`src/sar_ctrl_pkg.sv`:
```
// constants and types shared by the converter control blocks
package sar_ctrl_pkg;
  // system clock
  localparam int unsigned CLK_PERIOD_NS = 8;
  // settle time after reset release before acquisition starts
  localparam int unsigned RESET_EXIT_DELAY_NS = 1000;
  // least time, rounded up to whole clock cycles
  localparam int unsigned RESET_EXIT_CYC =
    (RESET_EXIT_DELAY_NS + CLK_PERIOD_NS - 1) / CLK_PERIOD_NS;
  localparam int unsigned EXIT_CNT_W = 8;
  localparam logic [EXIT_CNT_W-1:0] EXIT_CNT_LAST = EXIT_CNT_W'(RESET_EXIT_CYC - 1);
  localparam logic [EXIT_CNT_W-1:0] EXIT_CNT_RESET = 8'h00;

  // internal oscillator is an enable pulse divided from the system clock
  localparam int unsigned OSC_DIV = 2;
  localparam int unsigned OSC_PERIOD_NS = CLK_PERIOD_NS * OSC_DIV;
  localparam int unsigned OSC_CNT_W = 2;
  localparam logic [OSC_CNT_W-1:0] OSC_CNT_LAST = OSC_CNT_W'(OSC_DIV - 1);
  localparam logic [OSC_CNT_W-1:0] OSC_CNT_RESET = 2'h0;

  // conversion time limits, counted in oscillator ticks
  localparam int unsigned CONV_TIME_MIN_NS = 300;
  localparam int unsigned CONV_TIME_MAX_NS = 400;
  localparam int unsigned TICK_CNT_W = 8;
  localparam logic [TICK_CNT_W-1:0] CONV_MIN_TICKS =
    TICK_CNT_W'((CONV_TIME_MIN_NS + OSC_PERIOD_NS - 1) / OSC_PERIOD_NS);
  localparam logic [TICK_CNT_W-1:0] CONV_MAX_TICKS =
    TICK_CNT_W'(CONV_TIME_MAX_NS / OSC_PERIOD_NS);
  localparam logic [TICK_CNT_W-1:0] TICK_CNT_RESET = 8'h00;
  localparam logic [7:0] JITTER_SEED = 8'h5a;

  // output coding
  localparam int unsigned RESULT_W = 18;
  localparam int unsigned RAW_W = 20;
  localparam logic [RESULT_W-1:0] CODE_ZERO = 18'h00000;
  localparam logic [RESULT_W-1:0] CODE_POS_FULL = 18'h1ffff;
  localparam logic [RESULT_W-1:0] CODE_NEG_FULL = 18'h20000;
  localparam logic signed [RAW_W-1:0] RAW_POS_LIMIT = 20'sh1ffff;
  localparam logic signed [RAW_W-1:0] RAW_NEG_LIMIT = -20'sh20000;

  // transfer clock source select
  localparam logic [1:0] XFER_SEL_OSC = 2'h0;
  localparam logic [1:0] XFER_SEL_SCLK = 2'h1;
  localparam logic [1:0] XFER_SEL_MIXED = 2'h2;

  localparam int unsigned LANE_W = 4;
  localparam logic [LANE_W-1:0] LANES_OFF = 4'h0;

  typedef enum logic [1:0] {ST_RESET, ST_EXIT, ST_ACQ, ST_CNV} ctrl_state_t;

  // clamp a signed raw sample into the 18-bit twos complement code
  function automatic logic [RESULT_W-1:0] encode_code(input logic signed [RAW_W-1:0] raw);
    logic [RESULT_W-1:0] code;
    code = CODE_ZERO;
    if (raw > RAW_POS_LIMIT) begin
      code = CODE_POS_FULL;
    end else if (raw < RAW_NEG_LIMIT) begin
      code = CODE_NEG_FULL;
    end else begin
      code = raw[RESULT_W-1:0];
    end
    return code;
  endfunction
endpackage

```
`src/sar_converter_core.sv`:
```
// converter half: oscillator-timed conversion, state flag and result coding
`timescale 1ns/1ps
module sar_converter_core (
  input wire logic clk_sys,
  input wire logic rst,
  input wire logic conv_reset,
  input wire logic conv_start,
  input wire logic signed [sar_ctrl_pkg::RAW_W-1:0] sample_raw_in,
  output logic converter_state_flag,
  output logic sampling_connected,
  output logic [sar_ctrl_pkg::RESULT_W-1:0] result,
  output logic result_valid,
  output logic osc_tick
);
  typedef struct packed {
    logic [sar_ctrl_pkg::OSC_CNT_W-1:0] osc_cnt;
    logic osc_tick;
    logic [sar_ctrl_pkg::TICK_CNT_W-1:0] ticks;
    logic [7:0] jitter;
    logic busy;
    logic flag;
    logic connected;
    logic signed [sar_ctrl_pkg::RAW_W-1:0] held;
    logic [sar_ctrl_pkg::RESULT_W-1:0] result;
    logic valid;
  } core_t;

  localparam core_t CORE_RESET = '{
    osc_cnt: sar_ctrl_pkg::OSC_CNT_RESET, osc_tick: 1'b0,
    ticks: sar_ctrl_pkg::TICK_CNT_RESET, jitter: sar_ctrl_pkg::JITTER_SEED,
    busy: 1'b0, flag: 1'b1, connected: 1'b1, held: '0,
    result: sar_ctrl_pkg::CODE_ZERO, valid: 1'b0};

  core_t q, d;
  logic done;

  // conversion steps on the oscillator only; sclk never reaches this block
  always_comb begin
    d = q;
    d.valid = 1'b0;
    d.osc_tick = (q.osc_cnt == sar_ctrl_pkg::OSC_CNT_LAST);
    d.osc_cnt = d.osc_tick ? sar_ctrl_pkg::OSC_CNT_RESET : q.osc_cnt + 2'h1;
    // finish between the minimum and one oscillator tick past the maximum, picked by a small lfsr
    done = q.busy && q.osc_tick && (q.ticks >= sar_ctrl_pkg::CONV_MIN_TICKS) &&
           (q.jitter[0] || (q.ticks >= sar_ctrl_pkg::CONV_MAX_TICKS));
    if (q.osc_tick) begin
      d.jitter = {q.jitter[6:0], q.jitter[7] ^ q.jitter[5] ^ q.jitter[4] ^ q.jitter[3]};
    end
    if (!q.busy && conv_start) begin
      d.busy = 1'b1;
      d.flag = 1'b0;
      d.connected = 1'b0;
      d.held = sample_raw_in;
      d.ticks = sar_ctrl_pkg::TICK_CNT_RESET;
    end else if (done) begin
      d.busy = 1'b0;
      d.flag = 1'b1;
      d.connected = 1'b1;
      d.result = sar_ctrl_pkg::encode_code(q.held);
      d.valid = 1'b1;
    end else if (q.busy && q.osc_tick) begin
      d.ticks = q.ticks + 8'h01;
    end
  end

  // internal reset aborts any conversion and reconnects the inputs
  always_ff @(posedge clk_sys) begin
    if (rst || conv_reset) begin
      q <= CORE_RESET;
    end else begin
      q <= d;
    end
  end

  assign converter_state_flag = q.flag;
  assign sampling_connected = q.connected;
  assign result = q.result;
  assign result_valid = q.valid;
  assign osc_tick = q.osc_tick;
endmodule

```
`src/sar_adc_state_and_reset_control.sv`:
```
// interface half: reset entry and exit, state machine, strobe and lane control
`timescale 1ns/1ps
// Overview of operation
// exactly one of reset, acquire or convert state, chosen by reset and start pins
// reset pin acts at once, without waiting for any clock edge
// host holds reset pin low at least the minimum reset low width
// in reset: configuration defaults, ready strobe low, output lanes released
// host releases reset with start and sclk low and chip select high
// after release wait the exit delay, then acquire and raise ready strobe
// host keeps reset high to acquire or convert; never leave reset while low
// with reset high, only start pin transitions move between acquire and convert; the code leaves convert for acquire on converter completion instead
// conversions are timed by the internal oscillator, not by sclk
// conversion length varies but stays between minimum and maximum limits; the code can run up to one oscillator tick past the 400 ns maximum
// interface passes reset and start to converter, gets flag and result back
// end of conversion reconnects inputs and returns to acquire by itself
// results are 18-bit twos complement, clamped at the overrange codes
// transfer timing from oscillator, from sclk, or from both, as selected
// converter flag low during conversion, high again when it completes
// with chip select high, ready strobe follows the converter flag
// rising start edge moves acquire to convert
// further start transitions are ignored until the conversion completes
// reset asserts at once; its release is synchronised before exit counting
module sar_adc_state_and_reset_control (
  input wire logic clk_sys,
  input wire logic rst,
  input wire logic reset_in_n,
  input wire logic conversion_start_in,
  input wire logic sclk_in,
  input wire logic cs_n_in,
  input wire logic [1:0] xfer_clk_sel,
  input wire logic signed [sar_ctrl_pkg::RAW_W-1:0] sample_raw_in,
  output logic ready_strobe_out,
  output logic converter_state_flag_out,
  output logic [sar_ctrl_pkg::RESULT_W-1:0] result_out,
  output logic result_valid_out,
  output logic [sar_ctrl_pkg::LANE_W-1:0] serial_out_lanes_o,
  output logic [sar_ctrl_pkg::LANE_W-1:0] serial_out_lanes_oe,
  output logic config_default_out,
  output logic reset_state_out,
  output logic acquire_state_out,
  output logic convert_state_out,
  output logic sampling_connected_out,
  output logic xfer_tick_out
);
  typedef struct packed {
    sar_ctrl_pkg::ctrl_state_t state;
    logic [sar_ctrl_pkg::EXIT_CNT_W-1:0] exit_cnt;
    logic start_prev;
    logic sclk_prev;
    logic conv_start;
    logic ready;
    logic flag;
    logic [sar_ctrl_pkg::RESULT_W-1:0] result;
    logic valid;
    logic [sar_ctrl_pkg::LANE_W-1:0] lanes_o;
    logic [sar_ctrl_pkg::LANE_W-1:0] lanes_oe;
    logic cfg_default;
    logic connected;
    logic xfer_tick;
    // registered state decode, so the state outputs leave flops directly
    logic st_reset;
    logic st_acq;
    logic st_cnv;
  } ctrl_t;

  // every field here is a constant, so async clearing is safe
  localparam ctrl_t CTRL_RESET = '{
    state: sar_ctrl_pkg::ST_RESET, exit_cnt: sar_ctrl_pkg::EXIT_CNT_RESET,
    start_prev: 1'b0, sclk_prev: 1'b0, conv_start: 1'b0, ready: 1'b0, flag: 1'b1,
    result: sar_ctrl_pkg::CODE_ZERO, valid: 1'b0, lanes_o: sar_ctrl_pkg::LANES_OFF,
    lanes_oe: sar_ctrl_pkg::LANES_OFF, cfg_default: 1'b1, connected: 1'b1,
    xfer_tick: 1'b0, st_reset: 1'b1, st_acq: 1'b0, st_cnv: 1'b0};

  ctrl_t q, d;
  logic [1:0] rst_sync_q;
  logic hold_reset;
  logic core_flag;
  logic core_connected;
  logic [sar_ctrl_pkg::RESULT_W-1:0] core_result;
  logic core_valid;
  logic osc_tick;
  logic start_rise;
  logic sclk_rise;

  // reset pin clears at once; release passes two flops before counting
  always_ff @(posedge clk_sys or negedge reset_in_n) begin
    if (!reset_in_n) begin
      rst_sync_q <= 2'h3;
    end else begin
      rst_sync_q <= {rst_sync_q[0], 1'b0};
    end
  end

  assign hold_reset = rst_sync_q[1];

  // converter sees the internal reset and a one-cycle start request
  sar_converter_core u_core (
    .clk_sys(clk_sys),
    .rst(rst),
    .conv_reset(hold_reset),
    .conv_start(q.conv_start),
    .sample_raw_in(sample_raw_in),
    .converter_state_flag(core_flag),
    .sampling_connected(core_connected),
    .result(core_result),
    .result_valid(core_valid),
    .osc_tick(osc_tick)
  );

  assign start_rise = conversion_start_in && !q.start_prev;
  assign sclk_rise = sclk_in && !q.sclk_prev;

  // exit counting still reads as reset state from the outside
  function automatic logic is_reset_state(input sar_ctrl_pkg::ctrl_state_t st);
    return (st == sar_ctrl_pkg::ST_RESET) || (st == sar_ctrl_pkg::ST_EXIT);
  endfunction

  // next state of the whole interface half
  always_comb begin
    d = q;
    d.start_prev = conversion_start_in;
    d.sclk_prev = sclk_in;
    d.conv_start = 1'b0;
    d.valid = core_valid;
    d.flag = core_flag;
    d.connected = core_connected;
    if (core_valid) begin
      d.result = core_result;
    end
    // transfer timing source; mixed takes either edge source
    case (xfer_clk_sel)
      sar_ctrl_pkg::XFER_SEL_OSC: d.xfer_tick = osc_tick;
      sar_ctrl_pkg::XFER_SEL_SCLK: d.xfer_tick = sclk_rise;
      sar_ctrl_pkg::XFER_SEL_MIXED: d.xfer_tick = osc_tick || sclk_rise;
      default: d.xfer_tick = 1'b0;
    endcase
    case (q.state)
      sar_ctrl_pkg::ST_RESET: begin
        d.state = sar_ctrl_pkg::ST_EXIT;
        d.exit_cnt = sar_ctrl_pkg::EXIT_CNT_RESET;
      end
      sar_ctrl_pkg::ST_EXIT: begin
        // still reset state to the outside until the delay runs out
        if (q.exit_cnt == sar_ctrl_pkg::EXIT_CNT_LAST) begin
          d.state = sar_ctrl_pkg::ST_ACQ;
          d.cfg_default = 1'b0;
        end else begin
          d.exit_cnt = q.exit_cnt + 8'h01;
        end
      end
      sar_ctrl_pkg::ST_ACQ: begin
        if (start_rise) begin
          d.state = sar_ctrl_pkg::ST_CNV;
          d.conv_start = 1'b1;
        end
      end
      sar_ctrl_pkg::ST_CNV: begin
        // start edges here are dropped, not queued
        if (core_valid) begin
          d.state = sar_ctrl_pkg::ST_ACQ;
        end
      end
      default: d.state = sar_ctrl_pkg::ST_RESET;
    endcase
    // strobe and lanes: frame owns them while chip select is low
    if (is_reset_state(d.state)) begin
      d.ready = 1'b0;
      d.lanes_oe = sar_ctrl_pkg::LANES_OFF;
      d.lanes_o = sar_ctrl_pkg::LANES_OFF;
    end else if (cs_n_in) begin
      d.ready = core_flag;
      d.lanes_oe = sar_ctrl_pkg::LANES_OFF;
    end else begin
      d.ready = 1'b0;
      d.lanes_oe = {sar_ctrl_pkg::LANE_W{1'b1}};
      d.lanes_o = q.result[sar_ctrl_pkg::RESULT_W-1 -: sar_ctrl_pkg::LANE_W];
    end
    // decode from the next state so the flags change on the same edge as the state
    // costs three flops but keeps the state outputs glitch free
    d.st_reset = is_reset_state(d.state);
    d.st_acq = (d.state == sar_ctrl_pkg::ST_ACQ);
    d.st_cnv = (d.state == sar_ctrl_pkg::ST_CNV);
  end

  // async clear from the pin, sync hold until the release is synchronised
  always_ff @(posedge clk_sys or negedge reset_in_n) begin
    if (!reset_in_n) begin
      q <= CTRL_RESET;
    end else if (rst || hold_reset) begin
      q <= CTRL_RESET;
    end else begin
      q <= d;
    end
  end

  assign ready_strobe_out = q.ready;
  assign converter_state_flag_out = q.flag;
  assign result_out = q.result;
  assign result_valid_out = q.valid;
  assign serial_out_lanes_o = q.lanes_o;
  assign serial_out_lanes_oe = q.lanes_oe;
  assign config_default_out = q.cfg_default;
  assign reset_state_out = q.st_reset;
  assign acquire_state_out = q.st_acq;
  assign convert_state_out = q.st_cnv;
  assign sampling_connected_out = q.connected;
  assign xfer_tick_out = q.xfer_tick;
endmodule

```
`config.mk`:
```
export PLATFORM = sky130hd
export DESIGN_NAME = sar_adc_state_and_reset_control
export DESIGN_NICKNAME = d
export VERILOG_FILES = /design/src/sar_ctrl_pkg.sv /design/src/sar_converter_core.sv /design/src/sar_adc_state_and_reset_control.sv
export SDC_FILE = /design/constraint.sdc
export NUM_CORES = 1
export LEC_CHECK = 0
export BUFFER_PORTS_ARGS = -buffer_cell sky130_fd_sc_hd__buf_2
export CORE_MARGIN = 2
export CORE_UTILIZATION = 30
export CTS_CLUSTER_DIAMETER = 60
export DETAILED_ROUTE_END_ITERATION = 8
export GPL_TIMING_DRIVEN = 0
export SYNTH_ARGS = -nofsm -noshare
export SYNTH_HDL_FRONTEND = slang
export SYNTH_HIERARCHICAL = 1
export SYNTH_SLANG_ARGS = --single-unit
```
`constraint.sdc`:
```
create_clock -name clk_sys -period 1.9 [get_ports clk_sys]
set_input_delay 0.38 -clock clk_sys [delete_from_list [all_inputs] [get_ports clk_sys]]
set_output_delay 0.38 -clock clk_sys [all_outputs]
set_load 0.005 [all_outputs]
```
==> results of run 1 <==
[placed cells by master, fill, tap and decap left out, types with 3 or more instances in the layout]
master and count:
buf_2 62, or3_1 4, nor2b_1 3, nor3_1 3, mux2i_1 48, nand4_1 4
a21oi_1 27, buf_1 5, xnor2_1 3, a31oi_1 7, ha_1 4, buf_4 51
and2_1 5, nand3_1 6, o21ai_0 28, nand2b_1 3, clkbuf_1 12, and3_1 5
dfxtp_1 58, dfrtp_1 39, clkbuf_16 9, nor2_1 40, o31ai_1 3, inv_1 9
dfstp_2 6, nand2_1 74
[worst paths after layout]
| kind | start | end | cells after the start |
|---|---|---|---|
| min | reset_in_n | result_out[4] | 1 |
| min reg2reg | rst_sync_q[0] | rst_sync_q[1] | 0 |
| max in group asynchronous | reset_in_n | q[38] | 1 |
| min in group clk_sys | conversion_start_in | q[37] | 2 |
| max reg2reg | u_core/q[51] | u_core/q[53] | 7 |
| max | u_core/q[51] | u_core/q[53] | 7 |
[power by group through the flow]
| stage | Clock (mW) | Sequential (mW) | Combinational [mW] |
|---|---|---|---|
| finish | 1.75 | 2.28 | 0.134 |
| CTS | 1.80 | 2.28 | 0.139 |
| global placement | 0 | 2.32 | 0.135 |
| global route | 1.89 | 2.28 | 0.153 |
| detailed placement | 0 | 2.33 | 0.139 |
| floorplan | 0 | 2.32 | 0.0660 |
[through the flow]
stage / std cells / hold WS (ns)
final: 750 / 0.215
after global routing: 750 / 0.256
after CTS: 748 / 0.242
after detailed placement: 731 / 0.347
after global placement: 731 / 0.346
after floorplan: 482 / 0.0844
[per-layer routing]
layer	part of all wire, %	track usage, %	vias up
met3	4.6	2.95	15
met5	0	0	-
li1	-	-	1720
met4	1.7	5.05	0
met2	46	20.0	72
met1	47	16.0	1594
[sequential cells by signal (all words and copies together), names as in the netlist, 2 cells and up]
name                count
q                      13
result_out             18
rst_sync_q              2
u_core/q               39
serial_out_lanes_o      4
u_core/result          18
[worst register-to-register path: stages (launching register included)]
cell and delay (ns):
dfxtp_2 0.32, buf_4 0.14, ha_4 0.17, o31ai_4 0.27, o31ai_4 0.13, buf_12 0.15
or4_1 0.46, a21oi_1 0.12
[cell families after synthesis]
kind of cell	synth area share (%)
DFF	51.2
AOI/OAI and AO/OA	9.81
and+or+nand+nor	15.8
adders and majority gates	1.61
other	0.0805
xor gates and xnor gates	0.753
muxes	10.3
buffers and inverters	10.4
[repair_timing]
action / CTS / global route
setup endpoints to repair: 20 / 27
buffers inserted: 2 / 5
pin swaps: 1 / 5
hold endpoints to repair: 0 / 0
gates resized for setup: 3 / 9
[area by class of cell]
type | instances | area [µm²] | area share (%)
buffer | 66 | 430 | 7.72
clock buffer | 9 | 225 | 4.04
clock inverter | 7 | 51.3 | 0.920
inverter | 10 | 40.0 | 0.718
multi-input combinational | 295 | 1830 | 32.9
sequential | 107 | 2390 | 42.9
tap | 188 | 235 | 4.22
timing repair buffer | 68 | 370 | 6.64
==> results.tsv, run 1 <==
stage	metric	value	unit
outcome	status	completed	
global_routing	antenna violations before repair	0	
power	P_sw	0.954	mW
die	IO Pins	63	
critical_path	Worst setup EP type	flop	
synth	Mapped Cells	482	
clock_network	clock root buffer	clkbuf_16	
die	core area	0.0152	mm²
synth	syn nets	516	
synth	top-count cell post-synth	nand2_1	
die	Die Wd	129	µm
power	Pint	3.21	mW
die	Die Y	129	µm
drt	drt total wl	9780	µm
clock_network	clock slew at reported path FFs	0.07	ns
run	MaxCap Viol Count	0	
critical_path	Worst path max stage delay	0.46	ns
critical_path	WS Path Type	reg -> reg	
timing	Final period util	95.8	%
synth	post-synth top area cell	dfxtp_1	
drt	via/cell ratio	4.53	
synth	Avg Cell Area, Syn	9.66	µm²
power	Pleak	2.44	nW
global_routing	first-pass GRT wire length	16400	µm
global_routing	vias in the first global route	3421	
critical_path	Worst EP required	2.18	ns
power	Net Sw Frac	22.9	%
min_path	HP Class	in -> async	
synth	asr flop ratio synth	43.9	%
power	Tot Pwr	4.16	mW
drt	Initial DRC Count	246	
synth	Yosys top cell area share	25.8	%
placed_design	GP Congestion	0.802	
power	Logic pwr share	3.2	%
placed_design	PortBufs	61	
placed_design	pre-CTS setup slack	-0.153	ns
cells_and_area	ratio of cells with drive above 1 in the final layout	27.6	%
synth	synth top area cells	dfxtp_1 (26%), dfrtp_1 (22%), mux2i_1 (10%)	
cells_and_area	Area Overhead vs Synth	19.8	%
power	part of the power in registers	54.7	%
clock_network	Num CTS Buffers	9	
synth	Synth cell types	49	
global_routing	largest net degree at the start of global routing	48	
clock_network	CTS tree	built	
critical_path	crit start category	flop	
timing	worst slew pin tran	1.06	ns
critical_path	CP top delay family	compound AO/OA/AOI/OAI gates	
drt	DRC Markers	0	
synth	Synth warnings	6	
timing	RSZ-0062 raised after global routing	false	
drt	DR pass1 iterations	4	
cells_and_area	Nets	591	
cells_and_area	Antenna diodes	0	
placed_design	Post-DP HPWL	7280	µm
drt	Routed WL per cell	13.0	µm
power	Max VDD drop	0.000440	V
power	pwr dens	747	mW/mm²
die	starting density of the core	30.6	%
clock_network	CTS Sinks	107	
power	clock network fraction of design power	42.1	%
timing	pins over their slew limit	0	
synth	Main synth FF type	dfxtp_1	
timing	setup TNS	0	ns
clock_network	worst skew pair latency	0.35	ns
timing	Final Setup Violations	0	
placed_design	DP Area	0.00520	mm²
critical_path	CP cell instances	buf_4 > ha_4 > o31ai_4 > o31ai_4 > buf_12 > or4_1 > a21oi_1	
global_routing	global route overflow	0	
clock_network	clk buf depth	2	
timing	fin crit period	1.82	ns
die	Die Area	0.0165	mm²
cells_and_area	Final Util	36.7	%
synth	#FFs+latches synth	107	
timing	Worst slew margin	29.4	%
timing	Final Hold Violating Endpoints	0	
global_routing	total track usage	12.4	%
critical_path	CP Max Fanout	6	
clock_network	H-tree levels	3	
synth	sequential area share after synthesis	51.2	%
critical_path	Crit path top cell by count	o31ai_4	
cells_and_area	design area	0.00558	mm²
timing	worst setup margin	0.0789	ns
cells_and_area	Fillers	1541	
synth	Mapped Area	0.00466	mm²
critical_path	CP max stage cell	or4_1	
die	Rows	45	
synth	Post-synth EDFFs	0	
timing	clk_skew	0.00758	ns
timing	FMAX	0.549	GHz
critical_path	CP bufs+invs	2	
clock_network	# hold bufs at CTS	0	
critical_path	arrival time worst endpoint	2.10	ns
critical_path	FF-to-FF setup slack	0.08	ns
drt	DR vias	3401	
synth	top cells by count, synth	nand2_1 (74), dfxtp_1 (60), mux2i_1 (48), buf_4 (45), dfrtp_1 (41)	
drt	post-route ant nets	0	
(Power assumes the default switching activity.)
==> run 2: changes to the inputs <==
--- a/config.mk
+++ b/config.mk
@@ -11,6 +11,7 @@
 export CTS_CLUSTER_DIAMETER = 60
 export DETAILED_ROUTE_END_ITERATION = 8
 export GPL_TIMING_DRIVEN = 0
+export PLACE_DENSITY = 0.55
 export SYNTH_ARGS = -nofsm -noshare
 export SYNTH_HDL_FRONTEND = slang
 export SYNTH_HIERARCHICAL = 1
==> run 2 against run 1 <==
  * Largest cell class unchanged
  * Combinational power about the same
  * Critical endpoint is now u_core/q[52]
  * Critical path depth stayed put
  * Register-to-register slack about the same
  * Sequential power about the same
  * Wire length decreased by 2.9%
  * Sequential share of layout area up 0.44 points
  * Clock skew down 0.0026 ns
  * Non-clock buffer count decreased by 2
  * Design area decreased by 1.1%
  * Sequential cell count unchanged
  * Global-route usage down 0.34 points
==> results.tsv, run 2 (same netlist as run 1, synthesis figures left out) <==
stage	metric	value	unit	change
outcome	status	completed		
critical_path	Worst EP required	2.18	ns	about the same
power	part of the power in registers	55.1	%	+0.4 points
cells_and_area	Multi-input gate area	0.00181	mm²	-1.1%
critical_path	crit start category	flop		
cells_and_area	most frequent cells in the layout	nand2_1 (74), buf_2 (63), dfxtp_1 (59), buf_4 (50), mux2i_1 (48)		
clock_network	H-tree levels	3		unchanged
cells_and_area	Register Area	0.00239	mm²	about the same
run	MaxCap Viol Count	0		unchanged
cells_and_area	Nets	589		-0.34%
global_routing	largest net degree at the start of global routing	48		unchanged
timing	fin crit period	1.81	ns	-0.0128 ns
critical_path	WS Path Type	reg -> reg		
clock_network	Num CTS Buffers	9		unchanged
critical_path	CP Max Fanout	5		-1
cells_and_area	ratio of cells with drive above 1 in the final layout	26.4	%	-1.2 points
power	Pint	3.24	mW	+0.98%
cells_and_area	Fillers	1575		+2.2%
timing	clk_skew	0.00502	ns	-0.00256 ns
die	Die Y	129	µm	unchanged
timing	worst slew pin tran	1.04	ns	-0.0176 ns
critical_path	arrival time worst endpoint	2.08	ns	-0.02 ns
critical_path	FF-to-FF Start	u_core/q[51]		
placed_design	Post-DP HPWL	7130	µm	-2.1%
drt	post-route ant nets	0		unchanged
power	Net Sw Frac	21.6	%	-1.3 points
cells_and_area	Antenna diodes	0		unchanged
drt	Routed WL per cell	12.7	µm	-2.6%
drt	DR pass1 iterations	4		unchanged
power	P_sw	0.892	mW	-6.5%
drt	drt total wl	9500	µm	-2.9%
power	Pleak	2.43	nW	-0.65%
drt	Initial DRC Count	215		-13%
power	Tot Pwr	4.13	mW	-0.74%
die	IO Pins	63		unchanged
die	Die Wd	129	µm	unchanged
power	Logic pwr share	3.2	%	about the same
timing	FMAX	0.553	GHz	+0.71%
cells_and_area	Area Overhead vs Synth	18.5	%	
drt	DRC Markers	0		unchanged
timing	Final Setup Violations	0		unchanged
power	pwr dens	750	mW/mm²	+0.34%
placed_design	GP Congestion	0.796		-0.74%
critical_path	Worst setup EP type	flop		
global_routing	antenna violations before repair	0		unchanged
clock_network	clk buf depth	2		unchanged
power	clock network fraction of design power	41.6	%	-0.5 points
global_routing	vias in the first global route	3264		-4.6%
timing	Worst slew margin	30.6	%	+1.2 points
clock_network	worst skew pair latency	0.35	ns	about the same
drt	via/cell ratio	4.47		-1.5%
clock_network	clock root buffer	clkbuf_16		
cells_and_area	Largest Register	u_core/q		
timing	setup TNS	0	ns	unchanged
timing	pins over their slew limit	0		unchanged
clock_network	clock slew at reported path FFs	0.07	ns	about the same
placed_design	PortBufs	61		unchanged
power	Max VDD drop	0.000471	V	+7.0%
timing	Final Hold Violating Endpoints	0		unchanged
die	Die Area	0.0165	mm²	unchanged
clock_network	# hold bufs at CTS	0		unchanged
drt	DR vias	3340		-1.8%
min_path	HP Class	in -> async		
cells_and_area	commonest non-fill, non-tap cell in the layout	nand2_1		
die	core area	0.0152	mm²	unchanged
timing	Final period util	95.2	%	-0.67 points
die	starting density of the core	30.6	%	unchanged
cells_and_area	max reg flops	39		unchanged
clock_network	CTS tree	built		
clock_network	CTS Sinks	107		unchanged
critical_path	origin of the worst setup path	u_core/q[51]		
global_routing	total track usage	12.0	%	-0.34 points
critical_path	R2R cell count	7		unchanged
die	Rows	45		unchanged
global_routing	first-pass GRT wire length	15900	µm	-3.0%
global_routing	global route overflow	0		unchanged
run 2: path summary, 6_finish.rpt:
kind	end	slack, ns
worst max-delay path	u_core/q[52]	0.09
worst min-delay path	q[42]	0.22
worst max register to register	u_core/q[52]	0.09
worst min register to register	rst_sync_q[1]	0.36
max in group asynchronous	q[39]	0.97
min in group clk_sys	q[36]	0.26
run 2: timing repair:
item                       CTS  global route
cloned                       0             0
setup endpoints to repair   17            38
resized for setup            1             8
pin swaps                    1             5
buffers inserted             3             2
run 2: cell type report:
cell class | count | area share, %
plain buffers | 66 | 7.78
inverters | 10 | 0.726
multi-input cells | 295 | 32.9
flip-flops and latches | 107 | 43.3
well taps | 188 | 4.26
clock buffers | 14 | 4.61
clock inverters | 2 | 0.227
repair buffers | 66 | 6.22
run 2: critical path, stage by stage, from the launching register on:
cell	delay [ns]
dfxtp_2	0.35
inv_1	0.06
ha_1	0.21
nor4b_4	0.31
o31ai_4	0.11
buf_4	0.16
or4_1	0.41
a21oi_2	0.13
run 2: per-stage QoR:
step	setup WS, ns	hold WS [ns]	instances	cell area [µm²]	utilization, %
2_1_floorplan	0.173	0.0844	482	4660	-
3_3_place_gp	-0.0558	0.347	731	5200	34.2
3_5_place_dp	-0.132	0.354	731	5200	34.2
4_1_cts	0.0235	0.254	749	5490	36.1
5_1_grt	-0.0113	0.267	748	5520	36.3
6_report	0.0917	0.222	748	5520	36.3
run 2: layer usage:
metal / share of wire, % / track usage, % / wire (µm)
met4: 1.6 / 4.48 / 148
met1: 48 / 16.1 / 4560
met5: 0 / 0 / 0
met3: 4.0 / 3.16 / 382
met2: 46 / 18.8 / 4410
run 2: power groups by stage:
stage	combinational (mW)	clock [mW]	sequential [mW]
after global placement	0.135	0	2.33
final	0.134	1.72	2.28
after detailed placement	0.138	0	2.33
after CTS	0.138	1.77	2.28
after floorplan	0.0660	0	2.32
after global routing	0.154	1.85	2.28
==> run 3: changes to the inputs <==
--- a/config.mk
+++ b/config.mk
@@ -11,7 +11,8 @@
 export CTS_CLUSTER_DIAMETER = 60
 export DETAILED_ROUTE_END_ITERATION = 8
 export GPL_TIMING_DRIVEN = 0
-export PLACE_DENSITY = 0.55
+export PLACE_DENSITY_LB_ADDON = 0.12
+export RECOVER_POWER = 50
 export SYNTH_ARGS = -nofsm -noshare
 export SYNTH_HDL_FRONTEND = slang
 export SYNTH_HIERARCHICAL = 1
==> run 3 against run 2 <==
  * Hold slack gained 0.034 ns
  * Critical endpoint is now q[40]
  * Fmax grew 4.1%
  * Clock power is essentially flat
  * Critical path type unchanged
==> results.tsv, run 3 (same netlist as run 1, synthesis figures left out) <==
stage	metric	value	unit	change
critical_path	FF-to-FF setup slack	0.16	ns	+0.07 ns
timing	clk_skew	0.00961	ns	+0.00459 ns
critical_path	origin of the worst setup path	q[38]		
die	Rows	45		unchanged
clock_network	clk buf depth	2		unchanged
timing	FMAX	0.576	GHz	+4.1%
timing	fin crit period	1.74	ns	-0.0713 ns
cells_and_area	ratio of cells with drive above 1 in the final layout	25.5	%	-0.89 points
global_routing	first-pass GRT wire length	16900	µm	+6.2%
drt	drt total wl	9870	µm	+3.9%
clock_network	clock root buffer	clkbuf_16		
global_routing	total track usage	13.0	%	+0.97 points
critical_path	CP bufs+invs	1		-1
critical_path	Worst R2R End	q[40]		
power	pwr dens	750	mW/mm²	about the same
cells_and_area	Final Util	36.2	%	-0.049 points
clock_network	clock slew at reported path FFs	0.07	ns	about the same
clock_network	worst skew pair latency	0.35	ns	about the same
global_routing	largest net degree at the start of global routing	48		unchanged
clock_network	CTS Sinks	107		unchanged
power	Pleak	2.40	nW	-1.1%
clock_network	# hold bufs at CTS	0		unchanged
critical_path	FF-to-FF Start	q[38]		
critical_path	crit start category	flop		
timing	Worst slew margin	21.9	%	-8.7 points
clock_network	CTS tree	built		
critical_path	WS Path Type	reg -> reg		
placed_design	Post-DP HPWL	7120	µm	about the same
drt	DR vias	3293		-1.4%
drt	via/cell ratio	4.40		-1.4%
drt	DRC Markers	0		unchanged
power	Max VDD drop	0.000402	V	-14%
cells_and_area	most frequent cells in the layout	nand2_1 (74), dfxtp_1 (59), buf_2 (55), mux2i_1 (48), nor2_1 (40)		
critical_path	CP Max Fanout	9		+4
drt	Routed WL per cell	13.2	µm	+3.9%
drt	post-route ant nets	0		unchanged
global_routing	global route overflow	0		unchanged
critical_path	R2R cell count	6		-1
die	core area	0.0152	mm²	unchanged
cells_and_area	design area	0.00551	mm²	-0.14%
cells_and_area	max reg flops	39		unchanged
critical_path	Worst EP required	2.19	ns	about the same
cells_and_area	commonest non-fill, non-tap cell in the layout	nand2_1		
critical_path	CP cell instances	inv_1 > ha_1 > nand3b_1 > or2_2 > a31oi_1 > o221a_2		
outcome	status	completed		
critical_path	Worst setup EP type	flop		
timing	Final Hold Violating Endpoints	0		unchanged
die	Die Y	129	µm	unchanged
cells_and_area	Largest Register	u_core/q		
timing	hold_ws	0.255	ns	+0.0338 ns
clock_network	Num CTS Buffers	9		unchanged
cells_and_area	Antenna diodes	0		unchanged
critical_path	CP max stage cell	dfrtp_2		
critical_path	CP top delay family	simple AND/OR/NAND/NOR gates		
placed_design	DP Area	0.00520	mm²	unchanged
global_routing	antenna violations before repair	0		unchanged
placed_design	GP Congestion	0.776		-2.5%
die	Die Wd	129	µm	unchanged
run	MaxCap Viol Count	0		unchanged
min_path	HP Class	in -> async		
clock_network	H-tree levels	3		unchanged
timing	pins over their slew limit	0		unchanged
timing	RSZ-0062 raised after global routing	false		
timing	Final Setup Violations	0		unchanged
cells_and_area	Nets	589		unchanged
critical_path	arrival time worst endpoint	2.02	ns	-0.06 ns
die	IO Pins	63		unchanged
timing	Final period util	91.4	%	-3.8 points
global_routing	vias in the first global route	3252		-0.37%
placed_design	PortBufs	61		unchanged
critical_path	Worst path max stage delay	0.47	ns	+0.06 ns
drt	DR pass1 iterations	4		unchanged
die	starting density of the core	30.6	%	unchanged
timing	worst slew pin tran	1.17	ns	+0.130 ns
cells_and_area	Area Overhead vs Synth	18.3	%	
die	Die Area	0.0165	mm²	unchanged
drt	Initial DRC Count	170		-21%
==> run 3: layout make-up <==
| class | instances | area [µm²] |
|---|---|---|
| fillers | 1615 | 9690 |
| flip-flops and latches | 107 | 2390 |
| multi-input cells | 295 | 1810 |
| plain buffers | 67 | 439 |
| repair buffers | 65 | 333 |
| clock buffers | 12 | 236 |
| well taps | 188 | 235 |
| inverters | 10 | 40.0 |
| clock inverters | 4 | 26.3 |
==> run 3: worst max-delay path by stage <==
stage | to | slack (ns) | cells after the start
final | q[40] | 0.16 | 6
after floorplan | q[40] | 0.17 | 8
after global routing | q[45] | 0.007 | 7
after CTS | u_core/result[12] | 0.001 | 6
after global placement | q[40] | -0.11 | 8
after detailed placement | u_core/result[12] | -0.13 | 7
==> run 3: stage by stage <==
stage | setup WS (ns) | std cells | setup TNS [ns] | power [mW]
2_1_floorplan | 0.173 | 482 | 0 | 2.39
3_3_place_gp | -0.110 | 731 | -1.28 | 2.46
3_5_place_dp | -0.127 | 731 | -1.63 | 2.47
4_1_cts | 0.00113 | 748 | 0 | 4.23
5_1_grt | 0.00668 | 748 | 0 | 4.35
6_report | 0.163 | 748 | 0 | 4.13
==> run 3: what timing repair did <==
item                                   in CTS  in global routing
pin swaps                                   1                  2
gates resized for setup                     2                 10
setup buffers                               2                  2
endpoints found under the hold margin       0                  0
setup endpoints to repair                  25                 48
==> run 3: metal layers <==
layer  GRT usage (%)  up-vias  routed length (µm)
met1            17.8     1512                5020
met4            3.64        0                 103
li1                -     1719                   -
met2            19.9       55                4320
met5               0        -                   0
met3            4.12        7                 432
==> run 3: power breakdown <==
part	internal [mW]	total (mW)	leakage, nW	switching, mW
sequential	2.27	2.28	1.11	0.00979
combinational	0.0463	0.134	1.16	0.0881
clock	0.893	1.72	0.131	0.823
total	3.21	4.13	2.40	0.921
